## src/inc/fcec_pkg.sv

```systemverilog
// Package with offsets, field positions, reset values and states of the flash config block.
package fcec_pkg;
  // Register indexes; the Wishbone byte address is four times the index.
  localparam logic [3:0] FCEC_CFG_IDX = 4'h4;
  localparam logic [3:0] FCEC_ERR_IDX = 4'h5;
  localparam logic [3:0] FCEC_STAT_IDX = 4'h6;
  // Field positions in flash_config.
  localparam int FCEC_CMD_DONE_IRQ_EN_BIT = 7;
  localparam int FCEC_ERSA_BIT = 5;
  localparam int FCEC_IGN_BIT = 4;
  localparam int FCEC_WAIT_LO = 2;
  localparam int FCEC_FDF_BIT = 1;
  localparam int FCEC_FSF_BIT = 0;
  // Field positions in flash_error_config and the status register.
  localparam int FCEC_SFIE_BIT = 0;
  localparam int FCEC_ACK_BIT = 0;
  localparam int FCEC_BUSY_BIT = 1;
  // Values after reset and wait codes.
  localparam logic [1:0] FCEC_WAIT_MAX = 2'h0;
  localparam logic [1:0] FCEC_WAIT_OFF = 2'h3;
  localparam logic [1:0] FCEC_WAIT_RST = FCEC_WAIT_MAX;
  localparam logic [7:0] FCEC_ZERO_BYTE = 8'h00;
  localparam int FCEC_MAX_WAIT_CYC = 1;
  // Operation codes handed to the memory controller.
  localparam logic [1:0] FCEC_OP_ERASE = 2'h0;
  localparam logic [1:0] FCEC_OP_VERIFY = 2'h1;
  localparam logic [1:0] FCEC_OP_PROG = 2'h2;
  // Erase-all sequencer states.
  typedef enum logic [4:0] {
    FCEC_IDLE = 5'h01,
    FCEC_ERASE = 5'h02,
    FCEC_VERIFY = 5'h04,
    FCEC_PROG = 5'h08,
    FCEC_UNSEC = 5'h10
  } fcec_state_t;
endpackage

```

## src/core/fcec_top.sv

```systemverilog
// Flash configuration and error configuration registers with read timing and erase-all logic.
`timescale 1ns/1ps
module fcec_top #(
  parameter int MAX_WAIT = fcec_pkg::FCEC_MAX_WAIT_CYC // Wait cycles at maximum setting.
) (
  input wire logic clk_i, // 125 MHz bus clock.
  input wire logic rst_i, // Synchronous reset, active high.
  input wire logic wb_cyc_i, // Wishbone cycle.
  input wire logic wb_stb_i, // Wishbone strobe.
  input wire logic wb_we_i, // Wishbone write enable.
  input wire logic [7:0] wb_adr_i, // Wishbone byte address.
  input wire logic [3:0] wb_sel_i, // Wishbone byte selects.
  input wire logic [31:0] wb_dat_i, // Wishbone write data.
  output logic [31:0] wb_dat_o, // Wishbone read data.
  output logic wb_ack_o, // Wishbone acknowledge.
  input wire logic cmd_done_flag_i, // Command-done flag from status register.
  input wire logic single_fault_flag_i, // Single-fault flag from error status.
  input wire logic erase_all_pin_i, // Chip-level erase-all request pin.
  input wire logic rd_req_i, // Array read request pulse.
  input wire logic ecc_single_i, // Real single-bit fault of current read.
  input wire logic ecc_double_i, // Real double-bit fault of current read.
  input wire logic seq_done_i, // Memory controller finished an operation.
  output logic rd_done_o, // Array read data valid pulse.
  output logic set_single_fault_o, // Set pulse for the single-fault flag.
  output logic set_double_fault_o, // Set pulse for the double-fault flag.
  output logic cmd_done_irq_o, // Command-done interrupt request.
  output logic single_fault_irq_o, // Single-fault interrupt request.
  output logic wait_switch_ack_o, // Wait-state switch acknowledge.
  output logic [1:0] seq_op_o, // Operation code for memory controller.
  output logic seq_go_o, // Start pulse for memory controller.
  output logic security_unsec_o, // Pulse: set security state unsecured.
  output logic seq_busy_o // Erase-all sequence in progress.
);
  import fcec_pkg::*;

  // Register state.
  logic cmd_done_irq_en;
  logic ignore_single_fault;
  logic [1:0] read_wait_cfg;
  logic force_double_fault;
  logic force_single_fault;
  logic single_fault_irq_en;
  logic erase_all_request;
  logic wait_switch_ack;
  logic [1:0] eff_wait;
  logic wait_pend;
  fcec_state_t state;
  fcec_state_t next_state;

  // Two flip-flops guard the asynchronous erase-all pin.
  logic ersa_meta;
  logic ersa_sync;
  always_ff @(posedge clk_i) begin
    if (rst_i) begin
      ersa_meta <= 1'b0;
      ersa_sync <= 1'b0;
    end else begin
      ersa_meta <= erase_all_pin_i;
      ersa_sync <= ersa_meta;
    end
  end

  // Bus decode; a write lands on the edge at which ack is sampled.
  wire bus_req = wb_cyc_i & wb_stb_i;
  wire [3:0] reg_idx = wb_adr_i[5:2];
  wire adr_hi_ok = (wb_adr_i[7:6] == 2'h0) & (wb_adr_i[1:0] == 2'h0);
  wire hit_cfg = adr_hi_ok & (reg_idx == FCEC_CFG_IDX);
  wire hit_err = adr_hi_ok & (reg_idx == FCEC_ERR_IDX);
  wire hit_stat = adr_hi_ok & (reg_idx == FCEC_STAT_IDX);
  wire wr_en = bus_req & wb_ack_o & wb_we_i & wb_sel_i[0];
  wire wr_cfg = wr_en & hit_cfg;
  wire wr_err = wr_en & hit_err;
  // Wait field writes during a running command are dropped; the other fields still land.
  wire wr_wait = wr_cfg & cmd_done_flag_i;
  // Write fields are picked out once, so the registers and their checks share one source.
  wire [1:0] wait_wr_field = wb_dat_i[FCEC_WAIT_LO +: 2];
  wire sfie_wr_bit = wb_dat_i[FCEC_SFIE_BIT];

  // Read mux; unused bits and unmapped addresses read zero.
  wire [7:0] cfg_rd = {cmd_done_irq_en, 1'b0, erase_all_request,
                       ignore_single_fault, read_wait_cfg,
                       force_double_fault, force_single_fault};
  wire [7:0] err_rd = {7'h00, single_fault_irq_en};
  wire [7:0] stat_rd = {6'h00, seq_busy_o, wait_switch_ack};
  wire [7:0] rd_byte = hit_cfg ? cfg_rd :
                       hit_err ? err_rd :
                       hit_stat ? stat_rd : FCEC_ZERO_BYTE;

  // Ack is given one cycle after the request and dropped the next cycle.
  always_ff @(posedge clk_i) begin
    if (rst_i) begin
      wb_ack_o <= 1'b0;
      wb_dat_o <= 32'h0000_0000;
    end else begin
      wb_ack_o <= bus_req & ~wb_ack_o;
      wb_dat_o <= {24'h00_0000, rd_byte};
    end
  end

  // Configuration fields; forcing bits change only by software writes.
  always_ff @(posedge clk_i) begin
    if (rst_i) begin
      cmd_done_irq_en <= 1'b0;
      ignore_single_fault <= 1'b0;
      read_wait_cfg <= FCEC_WAIT_RST;
      force_double_fault <= 1'b0;
      force_single_fault <= 1'b0;
      single_fault_irq_en <= 1'b0;
    end else begin
      if (wr_cfg) begin
        cmd_done_irq_en <= wb_dat_i[FCEC_CMD_DONE_IRQ_EN_BIT];
        ignore_single_fault <= wb_dat_i[FCEC_IGN_BIT];
        force_double_fault <= wb_dat_i[FCEC_FDF_BIT];
        force_single_fault <= wb_dat_i[FCEC_FSF_BIT];
      end
      if (wr_wait) begin
        read_wait_cfg <= wait_wr_field;
      end
      if (wr_err) begin
        single_fault_irq_en <= sfie_wr_bit;
      end
    end
  end

  // Array read timing: one base cycle plus the effective wait count.
  logic rd_busy;
  logic [7:0] rd_cnt;
  wire wait_off = (eff_wait == FCEC_WAIT_OFF);
  // Reserved codes fall through to the maximum count.
  wire [7:0] wait_cyc = wait_off ? 8'h00 : 8'(MAX_WAIT);
  wire rd_start = rd_req_i & ~rd_busy;
  wire rd_last = rd_busy & (rd_cnt == 8'h00);
  always_ff @(posedge clk_i) begin
    if (rst_i) begin
      rd_busy <= 1'b0;
      rd_cnt <= 8'h00;
    end else if (rd_start) begin
      rd_busy <= 1'b1;
      rd_cnt <= wait_cyc;
    end else if (rd_last) begin
      rd_busy <= 1'b0;
    end else if (rd_busy) begin
      rd_cnt <= rd_cnt - 8'h01;
    end
  end

  // Fault reporting on read completion, forced or real.
  wire sf_hit = (ecc_single_i | force_single_fault) & ~ignore_single_fault;
  wire df_hit = ecc_double_i | force_double_fault;
  always_ff @(posedge clk_i) begin
    if (rst_i) begin
      rd_done_o <= 1'b0;
      set_single_fault_o <= 1'b0;
      set_double_fault_o <= 1'b0;
    end else begin
      rd_done_o <= rd_last;
      set_single_fault_o <= rd_last & sf_hit;
      set_double_fault_o <= rd_last & df_hit;
    end
  end

  // The new wait code takes effect only between reads, so a read in flight
  // never sees its timing change under it.
  always_ff @(posedge clk_i) begin
    if (rst_i) begin
      eff_wait <= FCEC_WAIT_RST;
      wait_pend <= 1'b0;
      wait_switch_ack <= 1'b1;
    end else if (wr_wait) begin
      wait_pend <= 1'b1;
      wait_switch_ack <= 1'b0;
    end else if (wait_pend & ~rd_busy & ~rd_req_i) begin
      eff_wait <= read_wait_cfg;
      wait_pend <= 1'b0;
      wait_switch_ack <= 1'b1;
    end
  end
  assign wait_switch_ack_o = wait_switch_ack;

  // Interrupt requests are plain flag-and-enable terms.
  assign cmd_done_irq_o = cmd_done_flag_i & cmd_done_irq_en;
  assign single_fault_irq_o = single_fault_flag_i & single_fault_irq_en;

  // Erase-all sequencer; it only starts while no command runs.
  wire ersa_start = (state == FCEC_IDLE) & ersa_sync & cmd_done_flag_i;
  always_comb begin
    next_state = state;
    unique case (state)
      FCEC_IDLE: begin
        if (ersa_start) begin
          next_state = FCEC_ERASE;
        end
      end
      FCEC_ERASE: begin
        if (seq_done_i) begin
          next_state = FCEC_VERIFY;
        end
      end
      FCEC_VERIFY: begin
        if (seq_done_i) begin
          next_state = FCEC_PROG;
        end
      end
      FCEC_PROG: begin
        if (seq_done_i) begin
          next_state = FCEC_UNSEC;
        end
      end
      FCEC_UNSEC: begin
        next_state = FCEC_IDLE;
      end
      default: begin
        next_state = FCEC_IDLE;
      end
    endcase
  end

  // Sequencer registers and the handshake to the memory controller.
  wire step = seq_done_i & (state != FCEC_IDLE) & (state != FCEC_UNSEC);
  always_ff @(posedge clk_i) begin
    if (rst_i) begin
      state <= FCEC_IDLE;
      erase_all_request <= 1'b0;
      seq_go_o <= 1'b0;
      seq_op_o <= FCEC_OP_ERASE;
      security_unsec_o <= 1'b0;
    end else begin
      state <= next_state;
      seq_go_o <= ersa_start | (step & (state != FCEC_PROG));
      security_unsec_o <= (state == FCEC_UNSEC);
      if (ersa_start) begin
        erase_all_request <= 1'b1;
        seq_op_o <= FCEC_OP_ERASE;
      end else if (state == FCEC_UNSEC) begin
        erase_all_request <= 1'b0;
      end
      if (step & (state == FCEC_ERASE)) begin
        seq_op_o <= FCEC_OP_VERIFY;
      end else if (step & (state == FCEC_VERIFY)) begin
        seq_op_o <= FCEC_OP_PROG;
      end
    end
  end
  assign seq_busy_o = erase_all_request;
endmodule

```

## config.mk

```make
export PLATFORM = sky130hd
export DESIGN_NAME = fcec_top
export DESIGN_NICKNAME = d
export VERILOG_FILES = /design/src/inc/fcec_pkg.sv /design/src/core/fcec_top.sv
export SDC_FILE = /design/constraint.sdc
export NUM_CORES = 1
export LEC_CHECK = 0
export BUFFER_PORTS_ARGS = -buffer_cell sky130_fd_sc_hd__buf_4
export CAP_MARGIN = 20
export CORE_UTILIZATION = 49
export CTS_BUF_LIST = sky130_fd_sc_hd__clkbuf_16
export CTS_CLUSTER_DIAMETER = 80
export DETAILED_ROUTE_END_ITERATION = 7
export HOLD_SLACK_MARGIN = 0.02
export PLACE_DENSITY = 0.85
export SLEW_MARGIN = 25
export SYNTH_ARGS = -nofsm -noshare
export SYNTH_HDL_FRONTEND = slang
export SYNTH_SLANG_ARGS = --single-unit
export TNS_END_PERCENT = 20
```

## constraint.sdc

```tcl
create_clock -name clk_i -period 6.9 [get_ports clk_i]
set_input_delay 1.725 -clock clk_i [delete_from_list [all_inputs] [get_ports clk_i]]
set_output_delay 1.725 -clock clk_i [all_outputs]
set_load 0.01 [all_outputs]
```

Word level (Yosys, flattened, before mapping)

Cells that the tools add are included.

Add/sub/neg operators: 1
Equal/unequal tests: 17
Multiplexer cells: 23
Bitwise operators: 36
Reduce and logical (&&, ||, !) cells: 14

Operators with widths:

| cell                | count |
|---|---|
| $mux 8              | 4 |
| $and 1x1->1         | 28 |
| $mux 5              | 4 |
| $pmux 5 s4          | 1 |
| $eq 4x3->1 const B  | 3 |
| $mux 1              | 10 |
| $ne 2x2->1 const B  | 5 |
| $reduce_bool 2->1   | 5 |
| $logic_not 8->1     | 1 |
| $mux 2              | 4 |
| $sub 8x1->8 const B | 1 |
| $eq 5x1->1 const B  | 1 |
| $eq 5x2->1 const B  | 1 |
| $eq 5x3->1 const B  | 1 |
| $eq 5x4->1 const B  | 1 |
| $eq 5x5->1 const B  | 1 |
| $ne 5x1->1 const B  | 1 |
| $ne 5x4->1 const B  | 1 |
| $ne 5x5->1 const B  | 1 |
| $not 1->1           | 5 |
| $logic_not 2->1     | 2 |
| $reduce_and 2->1    | 2 |
| $reduce_and 4->1    | 1 |
| $or 1x1->1          | 3 |
| 4 further kinds     | 4 |

Flip-flop bits (word level): 68
Bits of input ports: 56
Output and inout bits: 44
Word-level logic and storage cells: 117

Depth between registers and ports, before layout

Depth in word-level cells: 8
Depth in mapped cells: 6
Depth with buffers taken out: 6

Worst setup path before layout

OpenSTA, ideal clock, no wires.

Path kind: input port to output port
From: in cmd_done_flag_i
To: out cmd_done_irq_o
Arrival time: 1.890 ns
Data required time: 5.175 ns
Setup slack: 3.285 ns
Stages on the path: 1
Buffers on the path: 0
Cells stage by stage: and2_1

Cells in the longest elaborated chain, start to end: 1

Ends and longest elaborated chain:

| element            | RTL line        | source |
|---|---|---|
| start: declaration | fcec_top.sv:16  | `input wire logic cmd_done_flag_i,` |
| $and 1x1->1        | fcec_top.sv:181 | `assign cmd_done_irq_o = cmd_done_flag_i & cmd_done_irq_en;` |
| end: declaration   | fcec_top.sv:26  | `output logic cmd_done_irq_o,` |

No other way between the ends.

Worst setup path after layout

Same ends and word-level chain as after synthesis.

==> metrics <==
Worst EP arrival=2.14 ns; total power=0.000569 W; Worst EP required=5.18 ns; CTS max path bufs=2; Routed Antenna Nets=0; top-area cell type share of the netlist area=43.3%; Cell variety after synth=41; CP Max Fanout=3; fmax=0.259 GHz; Hold WC Path Type=reg -> reg; largest net degree at the start of global routing=30; FP Rows=22; asr flop ratio synth=0%; die span in x=65.7 um; Final Setup Violations=0; vias in the first global route=1515; vias per inst=5.21; PD cells=238 nW/um^2; die height=65.7 um; Clk pin slew, worst setup/hold paths=0.06 ns; syn avg cell area=8.60 um^2; total grt overflow=0; Commonest cells post-synth=dfxtp_1, buf_4, nor2_1, nand2_1; Vias=1671; Worst Setup Start Kind=input port; number of buffers created by CTS=5; Final GP Congestion=0.847; WS Path Type=in -> out; status=finished clean; Synth area leaders=dfxtp_1, buf_4, mux2i_1, nor2_1, nand2_1; register area share after synthesis=43.3%; minimum clock period=3.86 ns; antenna cells=0; 1st-iter DRT viols=106; Synth Flop Type=dfxtp_1; Cell Count, Final, Fillers Out=321; die area=4310 um^2; final net count=329; CTS H-tree lvls=2; Placeable Area=3770 um^2; First-pass DRT Iterations=4; clock net sink count=43; # Post-CTS Setup Buffers=0; WL final=3860 um; CTS root buf=clkbuf_16; Hold Vio Cnt, Final=0; RSZ-0062 raised after global routing=no; CP endpoint kind=primary output; CTS tree=built; period utilisation layout=56.0%; post-DP HPWL=2870 um; Yosys reg bits=43; synthesized area=1990 um^2; Pins Over Slew Limit=0; detailed-route DRC error count=0; worst-skew pair later-pin latency=0.28 ns; io pins=100; worst vdd ir=0.124 mV; Worst slew margin=51.1%; Syn-to-layout area delta=20.2%; Post-synth EDFFs=0; Final TNS setup=0 ns; first-pass GRT wire length=6420 um; GRT Resource Usage Total=19.5%; count leader, synth=dfxtp_1; layout cells sized above 1=21.2%; worst clock skew=0.00641 ns; post-cts resize count=0; LEAKAGE=1.06 nW; Synth Warn #=0; Synth area leader=dfxtp_1; port buffer count=45; per-cell routed wire length=12.0 um; Cells after Synth=231; initial antenna violation count=0; Worst Max-Slew Pin Slew=0.727 ns; Starting Density=52.7%; Max Cap Violations=0; placed cell count=313; hold_buf cts=0
==> per-layer routing <==
metal  share of wire [%]  global-route usage, %
met3                 5.2                   5.90
met4                 3.2                   9.78
met5                   0                      0
met2                  49                   32.4
met1                  43                   22.3
==> per-stage QoR <==
step	instance area [um^2]	hold WS [ns]	setup slack, ns	util, %
after floorplan	2080	0.413	3.29	-
after global placement	2250	0.425	3.04	59.7
after detailed placement	2250	0.430	3.04	59.7
after CTS	2390	0.451	3.04	63.3
after global routing	2390	0.453	3.03	63.3
final	2390	0.444	3.04	63.3
==> report_power, final <==
group | switching [W] | total [W] | internal (W) | leakage (nW)
clock | 0.0000863 | 0.000217 | 0.000130 | 0.0762
sequential | 0.00000994 | 0.000269 | 0.000259 | 0.349
combinational | 0.0000475 | 0.0000832 | 0.0000357 | 0.630
==> cells in the final DEF, fill, tap and decap left out, drive strengths merged, types with 2 or more instances in the layout <==
master	instances
nor3b	2
and2	7
or4	7
buf	45
nor2b	7
o22ai	2
mux2i	9
or4b	2
nor2	24
o21ai	10
nand4	2
nor3	7
or3b	2
dfxtp	43
inv	10
or2	2
a21oi	10
nand2	18
or3	4
conb	25
xor2	2
o31ai	7
nor4	4
nand3	4
clkbuf	5
==> flip-flops by register name, indices dropped and copies added, names as in the netlist, 2 cells and up <==
register / cells
wb_dat_o: 7
eff_wait: 2
read_wait_cfg: 2
rd_cnt: 8
state: 5
seq_op_o: 2
==> cells by family after synthesis <==
group / share of synthesized area, %
compound gates: 12.0
xor+xnor: 0.882
fa+ha+maj: 0.630
buf+inv: 12.8
flops: 43.3
mux: 4.53
other cells: 0.189
simple gates: 25.6
==> worst paths after layout <==
| check | from | endpoint | slack [ns] | cells after the start |
|---|---|---|---|---|
| worst max-delay path | cmd_done_flag_i | cmd_done_irq_o | 3.04 | 3 |
| worst min-delay path | ignore_single_fault | set_single_fault_o | 0.44 | 1 |
| worst max register to register | rd_cnt[0] | rd_cnt[0] | 4.71 | 6 |
| worst min register to register | ignore_single_fault | set_single_fault_o | 0.44 | 1 |
==> worst max-delay path, cell delays in order <==
cell and delay [ns]:
buf_4 0.13, and2_1 0.15, buf_4 0.13
==> layout make-up <==
cell class,count,area [um^2]
fillers,315,1380
repair buffers,45,338
clock buffers,5,125
multi-input cells,169,961
inverters,8,30.0
well taps,48,60.1
flip-flops and latches,43,861
clock inverters,3,12.5
No activity file was read; power rests on OpenSTA's default activity.
